### config.mk
export PLATFORM = sky130hd
export DESIGN_NAME = dmjp_port
export DESIGN_NICKNAME = d
export VERILOG_FILES = /design/src/pkg/dmjp_pkg.sv /design/src/hdl/dmjp_port.sv
export VERILOG_INCLUDE_DIRS = /design/src /design/src/pkg
export SDC_FILE = /design/constraint.sdc
export NUM_CORES = 1
export LEC_CHECK = 0
export ABC_AREA = 1
export BUFFER_PORTS_ARGS = -buffer_cell sky130_fd_sc_hd__buf_2
export CAP_MARGIN = 25
export CORE_MARGIN = 4
export CORE_UTILIZATION = 30
export DETAILED_ROUTE_END_ITERATION = 8
export PLACE_DENSITY = 0.46
export SLEW_MARGIN = 20
export SYNTH_ARGS = -nofsm -noshare
export SYNTH_HDL_FRONTEND = slang
export SYNTH_SLANG_ARGS = --single-unit
### constraint.sdc
create_clock -name clock -period 5 [get_ports clock]
set_input_delay 0.5 -clock clock [delete_from_list [all_inputs] [get_ports clock]]
set_output_delay 0.5 -clock clock [all_outputs]
set_load 0.02 [all_outputs]
### src/pkg/dmjp_params.svh
// constants for the dual-mode programming port
// assumes inclusion by bare name from the package and the port module
`ifndef DMJP_PARAMS_SVH
`define DMJP_PARAMS_SVH
`define DMJP_PINS 4
`define DMJP_PIN_TCK 0
`define DMJP_PIN_TMS 1
`define DMJP_PIN_TDI 2
`define DMJP_PIN_TDO 3
`define DMJP_PORT_OE 4'h8
`define DMJP_IR_W 4
`define DMJP_IR_RESET 4'hf
`define DMJP_IR_BYPASS 4'hf
`define DMJP_IR_PROGRAM 4'h2
`define DMJP_IR_CAPTURE 4'h1
`define DMJP_PROG_W 32
`define DMJP_CLK_NS 5
`define DMJP_LINK_NS 125
`define DMJP_LINK_CYC (`DMJP_LINK_NS / `DMJP_CLK_NS)
`endif

### src/pkg/dmjp_pkg.sv
// types for the dual-mode programming port
// assumes dmjp_params.svh is on the include path
`default_nettype none
`include "dmjp_params.svh"
package dmjp_pkg;
    typedef enum logic [3:0] {
        TAP_RESET, TAP_IDLE, TAP_SEL_DR, TAP_CAP_DR, TAP_SHIFT_DR, TAP_EXIT1_DR, TAP_PAUSE_DR,
        TAP_EXIT2_DR, TAP_UPD_DR, TAP_SEL_IR, TAP_CAP_IR, TAP_SHIFT_IR, TAP_EXIT1_IR,
        TAP_PAUSE_IR, TAP_EXIT2_IR, TAP_UPD_IR
    } dmjp_tap_e;
    typedef logic [`DMJP_IR_W-1:0] dmjp_ir_t;
    typedef logic [`DMJP_PROG_W-1:0] dmjp_word_t;
    typedef logic [`DMJP_PINS-1:0] dmjp_pins_t;
endpackage
`default_nettype wire

### src/hdl/dmjp_port.sv
// dual-mode programming port: test access port sampled by the system clock,
// sharing four pins with user i/o; pins and enables arrive from outside the clock domain
`default_nettype none
`include "dmjp_params.svh"
module dmjp_port (
    input wire logic clock,
    input wire logic rst,
    input wire logic legacy_variant,
    input wire logic test_port_enable,
    input wire logic program_supervoltage_enable,
    input wire dmjp_pkg::dmjp_pins_t pin_in,
    output logic [`DMJP_PINS-1:0] pin_out,
    output logic [`DMJP_PINS-1:0] pin_oe,
    input wire dmjp_pkg::dmjp_pins_t user_out,
    input wire dmjp_pkg::dmjp_pins_t user_oe,
    output dmjp_pkg::dmjp_pins_t user_in,
    input wire dmjp_pkg::dmjp_word_t capture_word,
    output dmjp_pkg::dmjp_word_t program_word,
    output logic program_strobe,
    output logic port_active
);
    import dmjp_pkg::*;

    dmjp_pins_t pin_s1_r, pin_s2_r;
    logic en_s1_r, en_s2_r, sv_s1_r, sv_s2_r, tck_s3_r;
    dmjp_pins_t user_in_r;
    dmjp_tap_e state_r, state_nxt;
    dmjp_ir_t ir_r, ir_nxt, irsh_r, irsh_nxt;
    dmjp_word_t dr_r, dr_nxt, word_r, word_nxt;
    logic byp_r, byp_nxt, tdo_r, tdo_nxt, strobe_r, strobe_nxt;
    logic port_mode, tck_rise, tck_fall, tms, tdi;

    // pin and enable synchronisers; logic reads the second stage, plus a third test clock stage for edge detection and a third pin stage for user_in
    always_ff @(posedge clock or posedge rst)
    begin
        if (rst)
        begin
            pin_s1_r <= 4'h0;
            pin_s2_r <= 4'h0;
            en_s1_r <= 1'b0;
            en_s2_r <= 1'b0;
            sv_s1_r <= 1'b0;
            sv_s2_r <= 1'b0;
            tck_s3_r <= 1'b0;
            user_in_r <= 4'h0;
        end
        else
        begin
            pin_s1_r <= pin_in;
            pin_s2_r <= pin_s1_r;
            en_s1_r <= test_port_enable;
            en_s2_r <= en_s1_r;
            sv_s1_r <= program_supervoltage_enable;
            sv_s2_r <= sv_s1_r;
            tck_s3_r <= pin_s2_r[`DMJP_PIN_TCK];
            user_in_r <= pin_s2_r;
        end
    end

    assign port_mode = legacy_variant ? sv_s2_r : en_s2_r;
    assign tck_rise = port_mode & pin_s2_r[`DMJP_PIN_TCK] & ~tck_s3_r;
    assign tck_fall = port_mode & ~pin_s2_r[`DMJP_PIN_TCK] & tck_s3_r;
    assign tms = pin_s2_r[`DMJP_PIN_TMS];
    assign tdi = pin_s2_r[`DMJP_PIN_TDI];

    function automatic dmjp_tap_e tap_step(input dmjp_tap_e s, input logic m);
        case (s)
            TAP_RESET: tap_step = m ? TAP_RESET : TAP_IDLE;
            TAP_IDLE: tap_step = m ? TAP_SEL_DR : TAP_IDLE;
            TAP_SEL_DR: tap_step = m ? TAP_SEL_IR : TAP_CAP_DR;
            TAP_CAP_DR: tap_step = m ? TAP_EXIT1_DR : TAP_SHIFT_DR;
            TAP_SHIFT_DR: tap_step = m ? TAP_EXIT1_DR : TAP_SHIFT_DR;
            TAP_EXIT1_DR: tap_step = m ? TAP_UPD_DR : TAP_PAUSE_DR;
            TAP_PAUSE_DR: tap_step = m ? TAP_EXIT2_DR : TAP_PAUSE_DR;
            TAP_EXIT2_DR: tap_step = m ? TAP_UPD_DR : TAP_SHIFT_DR;
            TAP_UPD_DR: tap_step = m ? TAP_SEL_DR : TAP_IDLE;
            TAP_SEL_IR: tap_step = m ? TAP_RESET : TAP_CAP_IR;
            TAP_CAP_IR: tap_step = m ? TAP_EXIT1_IR : TAP_SHIFT_IR;
            TAP_SHIFT_IR: tap_step = m ? TAP_EXIT1_IR : TAP_SHIFT_IR;
            TAP_EXIT1_IR: tap_step = m ? TAP_UPD_IR : TAP_PAUSE_IR;
            TAP_PAUSE_IR: tap_step = m ? TAP_EXIT2_IR : TAP_PAUSE_IR;
            TAP_EXIT2_IR: tap_step = m ? TAP_UPD_IR : TAP_SHIFT_IR;
            TAP_UPD_IR: tap_step = m ? TAP_SEL_DR : TAP_IDLE;
            default: tap_step = TAP_RESET;
        endcase
    endfunction

    always_comb
    begin
        state_nxt = state_r;
        ir_nxt = ir_r;
        irsh_nxt = irsh_r;
        dr_nxt = dr_r;
        word_nxt = word_r;
        byp_nxt = byp_r;
        tdo_nxt = tdo_r;
        strobe_nxt = 1'b0;
        if (!port_mode)
        begin
            state_nxt = TAP_RESET;
            ir_nxt = `DMJP_IR_RESET;
        end
        else if (tck_rise)
        begin
            state_nxt = tap_step(state_r, tms);
            case (state_r)
                TAP_RESET: ir_nxt = `DMJP_IR_RESET;
                TAP_CAP_DR:
                begin
                    byp_nxt = 1'b0;
                    if (ir_r == `DMJP_IR_CAPTURE)
                        dr_nxt = capture_word;
                end
                TAP_SHIFT_DR:
                begin
                    byp_nxt = tdi;
                    if (ir_r == `DMJP_IR_PROGRAM || ir_r == `DMJP_IR_CAPTURE)
                        dr_nxt = {tdi, dr_r[`DMJP_PROG_W-1:1]};
                end
                TAP_UPD_DR:
                begin
                    if (ir_r == `DMJP_IR_PROGRAM)
                    begin
                        word_nxt = dr_r;
                        strobe_nxt = 1'b1;
                    end
                end
                TAP_CAP_IR: irsh_nxt = 4'h1;
                TAP_SHIFT_IR: irsh_nxt = {tdi, irsh_r[`DMJP_IR_W-1:1]};
                TAP_UPD_IR: ir_nxt = irsh_r;
                default: ;
            endcase
        end
        else if (tck_fall)
        begin
            // output only moves after the falling edge
            if (state_r == TAP_SHIFT_IR)
                tdo_nxt = irsh_r[0];
            else if (state_r == TAP_SHIFT_DR)
                tdo_nxt = (ir_r == `DMJP_IR_BYPASS) ? byp_r : dr_r[0];
        end
    end

    always_ff @(posedge clock or posedge rst)
    begin
        if (rst)
        begin
            state_r <= TAP_RESET;
            ir_r <= `DMJP_IR_RESET;
            irsh_r <= 4'h0;
            dr_r <= 32'h0;
            word_r <= 32'h0;
            byp_r <= 1'b0;
            tdo_r <= 1'b0;
            strobe_r <= 1'b0;
        end
        else
        begin
            state_r <= state_nxt;
            ir_r <= ir_nxt;
            irsh_r <= irsh_nxt;
            dr_r <= dr_nxt;
            word_r <= word_nxt;
            byp_r <= byp_nxt;
            tdo_r <= tdo_nxt;
            strobe_r <= strobe_nxt;
        end
    end

    always_comb
    begin
        if (port_mode)
        begin
            pin_oe = `DMJP_PORT_OE;
            pin_out = {tdo_r, 3'h0};
        end
        else
        begin
            pin_oe = user_oe;
            pin_out = user_out;
        end
    end

    assign user_in = user_in_r;
    assign program_word = word_r;
    assign program_strobe = strobe_r;
    assign port_active = port_mode;
endmodule
`default_nettype wire

==> results of run 1 <==
==> final timing paths <==
check / depth (start not counted) / slack (ns) / start / end
min in group clock: 1 / 0.27 / pin_in[3] / pin_s1_r[3]
worst min register to register: 0 / 0.34 / pin_s1_r[0] / pin_s2_r[0]
max in group asynchronous: 3 / 3.71 / rst / program_word[9]
worst min-delay path: 2 / 0.25 / rst / pin_s1_r[3]
worst max register to register: 6 / 2.88 / state_r[2] / dr_r[16]
worst max-delay path: 4 / 2.74 / en_s2_r / pin_oe[3]
==> flip-flops by register name, indices dropped and copies added (netlist names), 4 cells and up <==
name and count:
dr_r 32, program_word 32, ir_r 4, irsh_r 4, pin_s1_r 4, pin_s2_r 4
state_r 4, user_in 4
==> report_power, final <==
part	total [mW]	internal, mW	leakage, nW	switching, mW
Clock	0.630	0.348	0.127	0.282
Combinational	0.0873	0.0303	1.22	0.0570
Sequential	0.792	0.783	1.26	0.00823
==> cells by family (layout without fill, tap and decap cells) <==
group	after synthesis	in the layout	share of synthesized area [%]
and+or+nand+nor	203	203	21.61
buffers and inverters	82	170	9.076
AOI/OAI and AO/OA	117	117	17.88
DFF	95	95	51.43
==> synthesized netlist by cell type <==
| cell type | instances | share of area (%) |
|---|---|---|
| nand2_1 | 101 | 8.2 |
| dfrtp_1 | 91 | 49 |
| o21ai_2 | 63 | 12 |
| inv_1 | 53 | 4.3 |
| nand2_2 | 51 | 6.9 |
| o21ai_0 | 44 | 4.8 |
| nor2_1 | 27 | 2.2 |
| buf_6 | 13 | 3.2 |
| nand3_1 | 9 | 0.97 |
| buf_2 | 8 | 0.86 |
| a21oi_1 | 5 | 0.54 |
| inv_2 | 5 | 0.41 |
| nand2_4 | 5 | 1.2 |
| dfstp_2 | 4 | 2.3 |
| nor2_4 | 4 | 0.97 |
| nand3b_1 | 3 | 0.49 |
| o22ai_1 | 2 | 0.27 |
| a31oi_1 | 1 | 0.14 |
| buf_4 | 1 | 0.16 |
| clkbuf_1 | 1 | 0.081 |
| clkinv_2 | 1 | 0.11 |
| nor2_2 | 1 | 0.14 |
| nor2_8 | 1 | 0.43 |
| o21ai_1 | 1 | 0.11 |
| o21bai_1 | 1 | 0.16 |
| or2_2 | 1 | 0.14 |
==> final cells by class <==
type                       count  area (µm²)
clock buffer                  14       254.0
clock inverter                 1       5.005
fill                        1596        9717
inverter                      59       225.2
multi-input combinational    320        1829
sequential                    95        2382
tap                          188       235.2
timing repair buffer          96       498.0
==> through the flow <==
step                      hold slack [ns]  instance area, µm²  power, mW  utilization, %  setup WS [ns]
after floorplan                    0.3312                4632     0.8569               -          2.030
after global placement             0.3351                5150     0.8945           34.00          2.784
after detailed placement           0.3362                5150     0.8963           34.00          2.773
after CTS                          0.2479                5409      1.538           35.71          2.667
after global routing               0.2470                5429      1.587           35.84          2.534
final                              0.2457                5429      1.509           35.84          2.743
==> per-layer routing <==
layer	up-vias	routed length (µm)	global-route usage (%)	part of all wire, %
li1	1733	-	-	-
met1	1560	4569	15.68	46
met2	80	4468	18.36	45
met3	19	625	4.504	6.3
met4	4	163	4.446	1.7
met5	-	21	0	0.21
==> results.md, run 1 <==
* CP required at between 4 and 5 ns
* Post-CTS setup buffer count at 0
* Height of the die at 132.3 µm
* Average routed wire per standard cell at roughly 13 µm
* CTS tree: yes
* Cells after synthesis at 497
* CTS Sinks at 95
* Critical Path Start Type: flip-flop
* CTS buffer count at 9
* Peak Freq at between 400 and 500 MHz
* Setup violations, final at 0
* Drt initial violations at 254
* Die X at around 130 µm
* DIE AREA at 17,490 µm²
* Avg Synthesized Cell Area at 9.320 µm²
* Row count at 45
* IO Pins at 95
* Max_slew headroom at between 30% and 40%
* Static leakage at 2.608 nW
* Setup TNS at 0 ns
* Pwr per Cell Area at 278.0 nW/µm²
* Register bit total from synthesis at 95
* Max-cap violations at 0
* Longest Clk Path Bufs at 2
* Syn nets at roughly 550
* Worst-path clk slew at around 0.060 ns
* Initial Util at 30.58%
* Min-Delay Path Class: primary input to asynchronous set/reset pin
* Yosys cell types at 26
* DR DRC count at 0
* Via/cell ratio at 4.393
* Layout cells sized above 1 at between 40% and 50%
* Routability cong. at 0.8101
* CTS Hold Bufs at 0
* Seq/Total Area, Yosys at 51.43%
* Global route overflow at 0
* Antenna Cells at 0
* Nets at 630
* CP top delay family: compound AO/OA/AOI/OAI gates
* Fin crit period at 2.257 ns
* Commonest non-fill, non-tap cell in the layout: nand2_1
* Post-DP HPWL at a little under 7000 µm
* Final Hold Viols at 0
* Layout Cells excl Fill at around 770
* Dpl cells at between 700 and 800
* Core area at 15,150 µm²
* Layout Area Growth over Synthesis at 17.21%
* Crit Path Category: flip-flop to output pin
* Worst vdd ir at between 0.1 and 0.15 mV
* Buffers on Ports at 94
* CP max stage delay at around 0.67 ns
* Vias in the first global route at ~3,400
* RSZ-0062 raised after global routing: false
* Most frequent cells in the layout: nand2_1 (101), buf_2 (94), dfrtp_1 (91)
* Worst-Margin Slew at slightly above 0.9 ns
* Slowest cell on crit path: o21ai_1
* CP Data Arrival Time at 1.76 ns
* CTS H-tree lvls at 3
* CP Max Fanout at 13
* Initial DRT Pass Iterations at 4
* Antenna violations before repair at 2
* Cell area after synthesis at approximately 4600 µm²
* Largest net degree at the start of global routing at 65
* Vias after detailed routing at roughly 3,400
* Max-slew violation count at 0
* Yosys warns at 0
* Global-route wire length before repair at 16,990 µm
* Status: finished, final reports clean
* Clock Latency Late Sink at around 0.35 ns
* Worst Skew at between 0.01 and 0.015 ns
* Worst Setup End Kind: output pin
* Critical Path, Cell by Cell: inv_1, o21ai_1, or2_2, buf_2
* Antenna Nets Post-Route at 0
* CTS root buf: clkbuf_16
* Buf+Inv Stages, Crit Path at 2
* Post-cts resize count at 0
* Final wirelength at about 9800 µm
* Total track usage at 12.04%
* Period utilization at 45.13%
(Power assumes the default switching activity.)
==> inputs of run 2 (changes only) <==
--- a/config.mk
+++ b/config.mk
@@ -12,7 +12,7 @@
 export CORE_MARGIN = 4
 export CORE_UTILIZATION = 30
 export DETAILED_ROUTE_END_ITERATION = 8
-export PLACE_DENSITY = 0.46
+export PLACE_DENSITY = 0.48
 export SLEW_MARGIN = 20
 export SYNTH_ARGS = -nofsm -noshare
 export SYNTH_HDL_FRONTEND = slang
==> constraint.sdc (replaced) <==
create_clock -name clock -period 1.8 [get_ports clock]
set_input_delay 0.18 -clock clock [delete_from_list [all_inputs] [get_ports clock]]
set_output_delay 0.18 -clock clock [all_outputs]
set_load 0.02 [all_outputs]
==> run 2 against run 1 <==
Effect of this change:
- first-iteration DRC count fell by 21%
- cell area increased by 4.0%
- non-clock buffer count up 14
- critical path type unchanged
- utilization up 1.4 points
==> results.md, run 2 (same netlist as run 1, synthesis figures left out) <==
* Multi-input gate area at 1829 µm² (unchanged)
* Commonest non-fill, non-tap cell in the layout: nand2_1
* Worst vdd ir at 0.3758 mV (+210%)
* Max_slew headroom at 65.95% (+28 points)
* Initial DRT Pass Iterations at 5 (+1)
* CTS buffer count at 9 (unchanged)
* CTS Sinks at 95 (unchanged)
* Antenna Nets Post-Route at 0 (unchanged)
* Post-CTS setup buffer count at 0 (unchanged)
* IO Pins at 95 (unchanged)
* Core area at 15,150 µm² (unchanged)
* Nets at 644 (+2.2%)
* DR DRC count at 0 (unchanged)
* Layout Area Growth over Synthesis at 21.85%
* Longest Clk Path Bufs at 2 (unchanged)
* Setup TNS at 0 ns (unchanged)
* Total track usage at 11.86% (-0.18 points)
* Routability cong. at 0.8619 (+6.4%)
* Final Total Pwr at 4.351 mW (+190%)
* Critical Path Start Type: flip-flop
* CTS tree: yes
* Die X at 132.3 µm (unchanged)
* Period utilization at about 90%
* Final Hold Viols at 0 (unchanged)
* Global route overflow at 0 (unchanged)
* Pwr per Cell Area at 770.9 nW/µm² (+180%)
* Final wirelength at 9818 µm (-0.30%)
* DIE AREA at 17,490 µm² (unchanged)
* Via/cell ratio at 4.381 (-0.29%)
* Clock Latency Late Sink at 0.35 ns (about the same)
* Post-DP HPWL at 6835 µm (+0.49%)
* Global-route wire length before repair at 16,780 µm (-1.2%)
* Crit Path Category: flip-flop to output pin
* Filler cells at 1,527 (-4.3%)
* Peak Freq at 617.1 MHz
* Worst Skew at 0.007763 ns (-0.002448 ns)
* Fin crit period at 1.621 ns
* CP Max Fanout at 13 (unchanged)
* Dpl cells at 765 (+1.1%)
* Worst-Margin Slew at 0.5107 ns (-0.4188 ns)
* Layout Cells excl Fill at 788 (+1.9%)
* Max-slew violation count at 0 (unchanged)
* Status: finished, final reports clean
* Buffers on Ports at 94 (unchanged)
* Height of the die at 132.3 µm (unchanged)
* Worst-path clk slew at 0.07 ns (about the same)
* Largest net degree at the start of global routing at 96 (+48%)
* Layout cells sized above 1 at 42.17% (+0.46 points)
* Initial Util at 30.58% (unchanged)
* Register area at 2384 µm² (about the same)
* Vias after detailed routing at 3,452 (+1.6%)
* Max-cap violations at 0 (unchanged)
* CP Data Arrival Time at 1.44 ns (-0.32 ns)
* Min-Delay Path Class: primary input to flip-flop
* Vias in the first global route at 3,481 (+1.8%)
* Antenna violations before repair at 0 (-2)
* Row count at 45 (unchanged)
* Most frequent cells in the layout: nand2_1 (101), buf_2 (94), dfrtp_1 (90)
* Average routed wire per standard cell at 12.46 µm (-2.2%)
* Static leakage at 2.694 nW (+3.3%)
* Worst Setup End Kind: output pin
* RSZ-0062 raised after global routing: false
* Setup violations, final at 0 (unchanged)
* CP required at 1.62 ns (-2.88 ns)
* Hold Slack at 0.1540 ns (-0.09168 ns)
* Antenna Cells at 0 (unchanged)
* Drt initial violations at 201 (-21%)
* CTS root buf: clkbuf_16
* CTS H-tree lvls at 3 (unchanged)
## run 2: layout make-up
class,instances,area share (%)
multi-input combinational,320,32.41
tap,188,4.168
clock inverter,3,0.8202
clock buffer,13,4.256
inverter,59,4.012
timing repair buffer,110,12.10
sequential,95,42.23
## run 2: metal layers
metal / global-route usage [%] / wire length, µm / up-vias
met5: 0 / 0 / -
met4: 6.467 / 257 / 0
met3: 2.634 / 381 / 20
met2: 18.30 / 4518 / 60
met1: 15.51 / 4660 / 1609
li1: - / - / 1763
## run 2: report_power, final
part / internal, mW / switching [mW] / leakage [nW]
clock network: 1.08 / 0.808 / 0.134
logic: 0.0994 / 0.161 / 1.30
registers: 2.18 / 0.0245 / 1.26
total: 3.36 / 0.994 / 2.69
## run 2: path summary, 6_finish.rpt
check,end,cells past startpoint,slack [ns],start
min in group asynchronous,program_word[26],4,0.52,rst
max in group asynchronous,ir_r[0],4,0.88,rst
setup / recovery,pin_oe[3],5,0.18,sv_s2_r
setup reg to reg,dr_r[18],9,0.20,state_r[0]
hold reg to reg,en_s2_r,0,0.35,en_s1_r
hold / removal,dr_r[26],3,0.15,capture_word[26]
## run 2: worst max-delay path, stage by stage (launching register included)
cell and delay (ns):
dfrtp_1 0.36, nand2_1 0.07, o21ai_1 0.06, buf_4 0.17
or2_2 0.27, buf_2 0.16
## run 2: repair_timing
action,4_1_cts,5_1_grt
gates resized for setup,0,1
hold endpoints to repair,30,0
endpoints found under the setup margin,0,1
hold buffers,7,0
## run 2: metrics by stage
step / worst slack (ns) / util (%) / cell area, µm²
floorplan: 0.4062 / - / 4636
global placement: 0.1766 / 34.90 / 5286
detailed placement: 0.1349 / 34.90 / 5286
CTS: 0.1082 / 37.26 / 5643
global route: 0.07248 / 37.27 / 5644
finish: 0.1794 / 37.27 / 5644
